<file path="src/alm_pkg.sv">
// alm_pkg: constants shared by the alarm aggregation block
package alm_pkg;

    // -------------------------------------------------------------------
    // bus geometry
    // -------------------------------------------------------------------
    localparam int unsigned ADDR_W  = 12;
    localparam int unsigned DATA_W  = 32;
    localparam int unsigned IDX_W   = 10;

    // -------------------------------------------------------------------
    // register indices, byte address is four times the index
    // -------------------------------------------------------------------
    localparam logic [IDX_W-1:0]  IDX_SUMMARY = 10'h2C0;
    localparam logic [IDX_W-1:0]  IDX_STATUS  = 10'h2C1;
    localparam logic [IDX_W-1:0]  IDX_MASK    = 10'h2C2;
    localparam logic [IDX_W-1:0]  IDX_LANE    = 10'h2C4;

    // -------------------------------------------------------------------
    // alarm flag bank and mask field positions
    // -------------------------------------------------------------------
    localparam int unsigned BIT_LANE    = 5;
    localparam int unsigned BIT_PLL     = 4;
    localparam int unsigned BIT_LINK    = 3;
    localparam int unsigned BIT_REALIGN = 2;
    localparam int unsigned BIT_RSVD    = 1;
    localparam int unsigned BIT_DIV     = 0;

    // -------------------------------------------------------------------
    // widths and values after reset
    // -------------------------------------------------------------------
    localparam int unsigned STATUS_W    = 6;
    localparam int unsigned REG_W       = 8;
    localparam int unsigned LANES       = 8;
    localparam int unsigned SYNC_STAGES = 2;
    localparam logic [5:0]  STATUS_RST  = 6'h3F;
    localparam logic [5:0]  SRC_BITS    = 6'h3D;
    localparam logic [7:0]  MASK_RST    = 8'h3F;
    localparam logic [7:0]  LANE_RST    = 8'hFF;
    localparam logic [7:0]  ALL_ONES_8  = 8'hFF;

endpackage

</file>
<file path="src/alm_top.sv">
// alm_top: alarm flag bank, source masks, per-lane faults, apb slave
// Operation
// - mask bit 5 hides lane buffer fault
// - mask bit 4 hides pll unlock
// - mask bit 3 hides link-not-running
// - mask bit 2 hides clock realign
// - mask bit 0 hides divider mismatch
// - lane fault sets its lane bit
// - write one clears lane bit, zero keeps
// - persisting fault sets lane bit again
// - clearing status bit 5 clears all lanes
// - lane faults reset to all ones
// - summary high when any unmasked flag other than reserved bit 1 set
// - any lane fault sets status bit 5
// - all alarm flags set after reset
//
// The APB slave port was chosen for this implementation.
`timescale 1ns/1ns
module alm_top #(
    parameter int unsigned NUM_LANES = alm_pkg::LANES
) (
    input  wire logic                       pclk,                     // bus and block clock
    input  wire logic                       presetn,                  // async reset, active low
    input  wire logic                       psel,                     // apb select
    input  wire logic                       penable,                  // apb enable
    input  wire logic                       pwrite,                   // apb direction
    input  wire logic [alm_pkg::ADDR_W-1:0] paddr,                    // apb byte address
    input  wire logic [alm_pkg::DATA_W-1:0] pwdata,                   // apb write data
    input  wire logic [3:0]                 pstrb,                    // apb byte strobes
    output logic      [alm_pkg::DATA_W-1:0] prdata,                   // apb read data
    output logic                            pready,                   // apb ready
    output logic                            pslverr,                  // apb error
    input  wire logic [NUM_LANES-1:0]       lane_buffer_err,          // per-lane overflow or underflow
    input  wire logic                       serdes_pll_unlock_status, // serializer pll not locked
    input  wire logic                       link_enable,              // link enabled
    input  wire logic                       link_running,             // link in data state
    input  wire logic                       clock_realign_event,      // internal clocks realigned
    input  wire logic                       divider_mismatch,         // clock dividers disagree
    output logic                            alarm_irq                 // summary alarm, level
);

    // -------------------------------------------------------------------
    // parameter check
    // -------------------------------------------------------------------
    if (NUM_LANES < 1 || NUM_LANES > alm_pkg::REG_W) begin : g_bad_lanes
        $error("alm_top: lane count must be 1 to 8");
    end

    // -------------------------------------------------------------------
    // input synchronisers
    // -------------------------------------------------------------------
    logic [NUM_LANES-1:0]         lane_err_s;
    logic [3:0]                   misc_s;
    logic                         pll_s;
    logic                         link_en_s;
    logic                         link_run_s;
    logic                         realign_s;
    logic                         div_s;

    alm_sync #(
        .W (NUM_LANES)
    ) u_sync_lane (
        .clk   (pclk),
        .rst_n (presetn),
        .d     (lane_buffer_err),
        .q     (lane_err_s)
    );

    alm_sync #(
        .W (4)
    ) u_sync_misc (
        .clk   (pclk),
        .rst_n (presetn),
        .d     ({serdes_pll_unlock_status, link_enable, link_running, divider_mismatch}),
        .q     (misc_s)
    );

    alm_sync #(
        .W (1)
    ) u_sync_realign (
        .clk   (pclk),
        .rst_n (presetn),
        .d     (clock_realign_event),
        .q     (realign_s)
    );

    assign pll_s      = misc_s[3];
    assign link_en_s  = misc_s[2];
    assign link_run_s = misc_s[1];
    assign div_s      = misc_s[0];

    // -------------------------------------------------------------------
    // apb decode
    // -------------------------------------------------------------------
    logic                         pready_q;
    logic                         pslverr_q;
    logic [alm_pkg::DATA_W-1:0]   prdata_q;
    logic                         setup_phase;
    logic                         wr_take;
    logic                         hit_summary;
    logic                         hit_status;
    logic                         hit_mask;
    logic                         hit_lane;
    logic                         hit_any;
    logic                         wr_status;
    logic                         wr_mask;
    logic                         wr_lane;

    assign setup_phase = psel && !penable && !pready_q;
    assign wr_take     = psel && penable && pready_q && pwrite && !pslverr_q && pstrb[0];
    assign hit_summary = (paddr == {alm_pkg::IDX_SUMMARY, 2'b00});
    assign hit_status  = (paddr == {alm_pkg::IDX_STATUS, 2'b00});
    assign hit_mask    = (paddr == {alm_pkg::IDX_MASK, 2'b00});
    assign hit_lane    = (paddr == {alm_pkg::IDX_LANE, 2'b00});
    assign hit_any     = hit_summary || hit_status || hit_mask || hit_lane;
    assign wr_status   = wr_take && hit_status;
    assign wr_mask     = wr_take && hit_mask;
    assign wr_lane     = wr_take && hit_lane;

    // -------------------------------------------------------------------
    // source mask register
    // -------------------------------------------------------------------
    logic [alm_pkg::REG_W-1:0]    mask_q;

    always_ff @(posedge pclk or negedge presetn) begin
        if (!presetn) begin
            mask_q <= alm_pkg::MASK_RST;
        end else if (wr_mask) begin
            mask_q <= pwdata[alm_pkg::REG_W-1:0];
        end
    end

    // -------------------------------------------------------------------
    // per-lane fault record
    // -------------------------------------------------------------------
    logic [NUM_LANES-1:0]         lane_q;
    logic [NUM_LANES-1:0]         lane_set;
    logic [NUM_LANES-1:0]         lane_clr;
    logic                         global_clr;

    assign lane_set   = lane_err_s;
    assign global_clr = wr_status && pwdata[alm_pkg::BIT_LANE];
    assign lane_clr   = (wr_lane ? pwdata[NUM_LANES-1:0] : '0) | (global_clr ? '1 : '0);

    alm_w1c_bank #(
        .W         (NUM_LANES),
        .RST_VALUE (alm_pkg::LANE_RST[NUM_LANES-1:0])
    ) u_lane_bank (
        .clk   (pclk),
        .rst_n (presetn),
        .set   (lane_set),
        .clr   (lane_clr),
        .q     (lane_q)
    );

    // -------------------------------------------------------------------
    // alarm flag bank
    // -------------------------------------------------------------------
    logic [alm_pkg::STATUS_W-1:0] status_q;
    logic [alm_pkg::STATUS_W-1:0] status_set;
    logic [alm_pkg::STATUS_W-1:0] status_clr;

    always_comb begin
        status_set = '0;
        status_set[alm_pkg::BIT_LANE]    = |lane_set;
        status_set[alm_pkg::BIT_PLL]     = pll_s;
        status_set[alm_pkg::BIT_LINK]    = link_en_s && !link_run_s;
        status_set[alm_pkg::BIT_REALIGN] = realign_s;
        status_set[alm_pkg::BIT_DIV]     = div_s;
    end

    assign status_clr = wr_status ? pwdata[alm_pkg::STATUS_W-1:0] : '0;

    alm_w1c_bank #(
        .W         (alm_pkg::STATUS_W),
        .RST_VALUE (alm_pkg::STATUS_RST)
    ) u_status_bank (
        .clk   (pclk),
        .rst_n (presetn),
        .set   (status_set),
        .clr   (status_clr),
        .q     (status_q)
    );

    // -------------------------------------------------------------------
    // summary alarm and interrupt
    // -------------------------------------------------------------------
    logic [alm_pkg::STATUS_W-1:0] unmasked;
    logic                         unmasked_any;
    logic                         summary_q;

    assign unmasked     = status_q & ~mask_q[alm_pkg::STATUS_W-1:0] & alm_pkg::SRC_BITS;
    assign unmasked_any = |unmasked;

    always_ff @(posedge pclk or negedge presetn) begin
        if (!presetn) begin
            summary_q <= 1'b0;
        end else begin
            summary_q <= unmasked_any;
        end
    end

    assign alarm_irq = summary_q;

    // -------------------------------------------------------------------
    // read path and handshake
    // -------------------------------------------------------------------
    logic [alm_pkg::REG_W-1:0]    rd_val;

    always_comb begin
        rd_val = '0;
        unique case (1'b1)
            hit_summary: rd_val[0] = summary_q;
            hit_status:  rd_val[alm_pkg::STATUS_W-1:0] = status_q;
            hit_mask:    rd_val = mask_q;
            hit_lane:    rd_val[NUM_LANES-1:0] = lane_q;
            default:     rd_val = '0;
        endcase
    end

    always_ff @(posedge pclk or negedge presetn) begin
        if (!presetn) begin
            pready_q  <= 1'b0;
            pslverr_q <= 1'b0;
        end else begin
            pready_q  <= setup_phase;
            pslverr_q <= setup_phase && !hit_any;
        end
    end

    always_ff @(posedge pclk or negedge presetn) begin
        if (!presetn) begin
            prdata_q <= '0;
        end else if (setup_phase && !pwrite) begin
            prdata_q <= {{(alm_pkg::DATA_W-alm_pkg::REG_W){1'b0}}, rd_val};
        end
    end

    assign prdata  = prdata_q;
    assign pready  = pready_q;
    assign pslverr = pslverr_q;

    // -------------------------------------------------------------------
    // assertions
    // -------------------------------------------------------------------
    logic                         first_q;
    logic [NUM_LANES-1:0]         lane_clr_eff;

    always_ff @(posedge pclk or negedge presetn) begin
        if (!presetn) begin
            first_q <= 1'b1;
        end else begin
            first_q <= 1'b0;
        end
    end

    assign lane_clr_eff = lane_clr & ~lane_set;
endmodule

</file>
<file path="src/alm_sync.sv">
// alm_sync: two flip-flop synchroniser, one per bit
`timescale 1ns/1ns
module alm_sync #(
    parameter int unsigned W = 1
) (
    input  wire logic         clk,     // sampling clock
    input  wire logic         rst_n,   // async reset, active low
    input  wire logic [W-1:0] d,       // asynchronous levels
    output logic      [W-1:0] q        // synchronised levels
);

    // -------------------------------------------------------------------
    // parameter check
    // -------------------------------------------------------------------
    if (W < 1) begin : g_bad_w
        $error("alm_sync: width must be at least one");
    end

    // -------------------------------------------------------------------
    // per-bit stages
    // -------------------------------------------------------------------
    for (genvar i = 0; i < W; i++) begin : g_bit
        logic meta_q;

        always_ff @(posedge clk or negedge rst_n) begin
            if (!rst_n) begin
                meta_q <= 1'b0;
                q[i]   <= 1'b0;
            end else begin
                meta_q <= d[i];
                q[i]   <= meta_q;
            end
        end
    end

endmodule

</file>
<file path="src/alm_w1c_bank.sv">
// alm_w1c_bank: sticky flags, hardware set wins over write-one clear
`timescale 1ns/1ns
module alm_w1c_bank #(
    parameter int unsigned W           = 8,
    parameter logic [W-1:0] RST_VALUE  = '1
) (
    input  wire logic         clk,     // register clock
    input  wire logic         rst_n,   // async reset, active low
    input  wire logic [W-1:0] set,     // per-flag set request
    input  wire logic [W-1:0] clr,     // per-flag clear request
    output logic      [W-1:0] q        // flag state
);

    // -------------------------------------------------------------------
    // parameter check
    // -------------------------------------------------------------------
    if (W < 1) begin : g_bad_w
        $error("alm_w1c_bank: width must be at least one");
    end

    // -------------------------------------------------------------------
    // flag storage
    // -------------------------------------------------------------------
    always_ff @(posedge clk or negedge rst_n) begin
        if (!rst_n) begin
            q <= RST_VALUE;
        end else begin
            q <= (q & ~clr) | set;
        end
    end

endmodule

</file>
<file path="config.mk">
export PLATFORM = sky130hd
export DESIGN_NAME = alm_top
export DESIGN_NICKNAME = d
export VERILOG_FILES = /design/src/alm_pkg.sv /design/src/alm_top.sv /design/src/alm_sync.sv /design/src/alm_w1c_bank.sv
export SDC_FILE = /design/constraint.sdc
export NUM_CORES = 1
export LEC_CHECK = 0
export ABC_CLOCK_PERIOD_IN_PS = 3000
export BUFFER_PORTS_ARGS = -buffer_cell sky130_fd_sc_hd__clkbuf_2
export CORE_ASPECT_RATIO = 0.6
export CORE_UTILIZATION = 51
export DETAILED_ROUTE_END_ITERATION = 8
export PLACE_DENSITY = 0.84
export SLEW_MARGIN = 20
export SYNTH_ARGS = -nofsm -noshare
export SYNTH_HDL_FRONTEND = slang
export SYNTH_SLANG_ARGS = --single-unit
</file>
<file path="constraint.sdc">
create_clock -name pclk -period 3 [get_ports pclk]
set_input_delay 0.9 -clock pclk [delete_from_list [all_inputs] [get_ports pclk]]
set_output_delay 0.9 -clock pclk [all_outputs]
set_load 0.05 [all_outputs]
</file>
==> flow_metrics.env <==
export IMPL_grt_max_degree=60
export IMPL_routedWlPerCell_um=14.3
export IMPL_synth_avg_cell_area_um2=12.2
export IMPL_grt_first_pass_wirelength_um=7780
export IMPL_switchingPower_mw=0.432
export IMPL_first_pass_iters=4
export IMPL_numCtsBuffers=9
export IMPL_cp_arrival_ns=2.41
export IMPL_coreArea_um2=4610
export IMPL_fin_crit_sh_pct=72.2
export IMPL_ios=101
export IMPL_ant_nets=0
export IMPL_antenna_cells=0
export IMPL_power_density_nw_per_um2=594
export IMPL_clk_pin_slew_ns=0.06
export IMPL_area_growth_synth_to_final_pct=18.0
export IMPL_min_from="u_sync_misc.g_bit[3].meta_q"
export IMPL_p_int_mw=1.31
export IMPL_place_inst=311
export IMPL_multi_input_area_um2=826
export IMPL_p_seq_share_pct=47.7
export IMPL_dieArea_um2=5160
export IMPL_worstSetupPathType="input pin to register"
export IMPL_ys_seq_elements=59
export IMPL_drv_slew=0
export IMPL_portBuffers=49
export IMPL_final_setup_skew_ns=0.00436
export IMPL_fin_util_pct=63.5
export IMPL_combPwrFrac_pct=10.5
export IMPL_gp_congestion=0.816
export IMPL_synth_edf_count=0
export IMPL_crit_path_start_kind="input pin"
export IMPL_stdcell_count=326
export IMPL_tns_ns=0
export IMPL_clock_latency_ns=0.33
export IMPL_holdPathEnd="u_sync_misc.q[3]"
export IMPL_final_cell_area_um2=2930
export IMPL_rows=19
export IMPL_nNetsFinal=325
export IMPL_swShare_pct=24.8
export IMPL_grt_use_total_pct=20.9
export IMPL_dp_slack_ns=0.489
export IMPL_p_clk_share_pct=41.8
export IMPL_grt_antenna_before_repair=0
export IMPL_p_leak_nw=1.41
export IMPL_drt_iter0_drc=87
export IMPL_clock_fmax_ghz=0.462
export IMPL_rsz0062_at_grt="false"
export IMPL_min_period_ns=2.17
export IMPL_grt_pass1_vias=1616
export IMPL_cpPeakStageDelay_ns=0.56
export IMPL_hp_class="register to register"
export IMPL_power_mw=1.74
export IMPL_root_buffer="clkbuf_8"
export IMPL_cts_tree="built"
export IMPL_crit_required_ns=3.25
export IMPL_worstReg2RegStart="pready"
export IMPL_die_y_um=56.0
export IMPL_hpwlAfterDp_um=3340
export IMPL_gr_total_overflow=0
export IMPL_ff2ff_setup_slack_ns=1.34
export IMPL_die_x_um=92.1
export IMPL_worstPathCellList="clkbuf_2 > or4_4 > nor4_4 > buf_4 > a22oi_1 > o21ai_0"
export IMPL_drv_cap=0
export IMPL_finalHoldViolCount=0
export IMPL_whs_ns=0.345
export IMPL_relSlewSlack_pct=52.5
export IMPL_vias=1679
export IMPL_syn_area_um2=2480
export IMPL_synth_warnings=0
export IMPL_crit_slowest_cell="or4_4"
export IMPL_tightestPinTransition_ns=0.712
export IMPL_layout_setup_ws_ns=0.834
export IMPL_num_fill_cells=379
export IMPL_place_area_um2=2730
export IMPL_start_util_pct=53.8
export IMPL_yosys_most_used_dff="dfrtp_1"
export IMPL_synth_cell_type_count=40
export IMPL_regArea_um2=1500
export IMPL_crit_family="simple AND/OR/NAND/NOR gates"
export IMPL_drive_gt1_share_pct=39.2
export IMPL_synthCells=203
export IMPL_drc=0
export IMPL_cts_sinks=59
export IMPL_htree_levels=3
export IMPL_hold_depth=0
export IMPL_critPathMaxFanout=7
export IMPL_cts_resized=0
export IMPL_drt_wl_total_um=4670
export IMPL_post_cts_hold_buffer_count=0
export IMPL_status="completed"
export IMPL_finalSetupViolCount=0
export IMPL_clk_path_buf_depth=2
export IMPL_endpoint_kind="register"
export IMPL_async_flop_share_pct=100
export IMPL_cts_setup_buffers=0
export IMPL_critPathBufInv=2
export IMPL_ys_seq_area_share_pct=60.5
export IMPL_via_per_inst=5.15
export IMPL_r2r_cells=4
export IMPL_ir_drop_uv=435
export IMPL_r2r_end="prdata[4]"
-- cell type report --
cell class | instances | share of cell area, %
Clock buffer | 13 | 5.76
Inverter | 8 | 1.02
Multi-Input combinational cell | 126 | 28.2
Timing Repair Buffer | 55 | 9.91
Sequential cell | 59 | 51.2
Clock inverter | 2 | 1.20
Tap cell | 63 | 2.69
-- power groups by stage --
stage / Sequential (mW) / Clock, mW / Combinational, mW
2_1_floorplan: 0.866 / 0 / 0.125
3_5_place_dp: 0.845 / 0 / 0.183
4_1_cts: 0.832 / 0.750 / 0.184
5_1_grt: 0.834 / 0.787 / 0.196
3_3_place_gp: 0.844 / 0 / 0.180
6_report: 0.831 / 0.728 / 0.182
-- flip-flops by register name, summed over array words and instances (netlist names) --
name                         count
u_sync_lane.q                    8
u_sync_lane.g_bit.meta_q         8
u_sync_misc.g_bit.meta_q         4
u_lane_bank.q                    8
u_sync_misc.q                    4
mask_q                           8
u_sync_realign.q                 1
pslverr                          1
u_status_bank.q                  6
prdata                           8
pready                           1
alarm_irq                        1
u_sync_realign.g_bit.meta_q      1
-- placed cells by master, fill, tap and decap left out, types with 2 or more instances in the layout --
master and n:
nor2_1 3, conb_1 24, and3b_1 2, nand3_1 10, nor2b_1 2, a21oi_1 4, clkbuf_2 49, nand2_1 8
inv_1 8, a22o_1 5, mux2_2 8, buf_4 6, o21ai_0 7, nor3_1 2, a21o_1 19, dfrtp_1 39
nand4_1 4, dfstp_2 20, nor4_1 2, o2111ai_1 2, or3b_2 2, clkbuf_8 12, a22oi_1 5
-- cell families after synthesis --
kind of cell / synth area share [%]
multiplexers: 4.03
AND/OR/NAND/NOR: 11.1
flip-flops: 60.5
AO/OA/AOI/OAI: 13.9
other: 0.151
buffers and inverters: 9.98
XOR/XNOR: 0.353
-- per-layer routing --
layer | GRT usage, % | share of wire [%] | vias to the layer above
met5 | 0 | 0 | -
met4 | 5.80 | 0.86 | 0
met3 | 10.5 | 7.8 | 6
met2 | 30.7 | 46 | 71
met1 | 27.3 | 45 | 813
li1 | - | - | 789
-- worst max-delay path by stage --
| stage | start | end | depth (start not counted) |
|---|---|---|---|
| 5_1_grt | paddr[7] | prdata[3] | 5 |
| 6_report | paddr[7] | prdata[4] | 6 |
| 2_1_floorplan | paddr[7] | mask_q[6] | 4 |
| 4_1_cts | paddr[7] | prdata[3] | 6 |
| 3_5_place_dp | paddr[7] | prdata[3] | 6 |
| 3_3_place_gp | paddr[7] | u_lane_bank.q[5] | 6 |
-- synth_stat cells, types with 3 or more instances --
cell | count | area [um2]
a22o_1 | 5 | 43.8
a22oi_1 | 5 | 37.5
nor4_1 | 3 | 18.8
dfrtp_1 | 39 | 976
mux2_2 | 8 | 90.1
o21ai_0 | 7 | 35.0
a21o_1 | 19 | 143
nand3_1 | 10 | 50.1
nand4_1 | 4 | 25.0
clkbuf_1 | 6 | 22.5
inv_1 | 8 | 30.0
nor2_1 | 3 | 11.3
nand2_1 | 8 | 30.0
a21oi_1 | 4 | 20.0
buf_4 | 24 | 180
dfstp_2 | 20 | 526
Power figures use the tool's default switching activity.
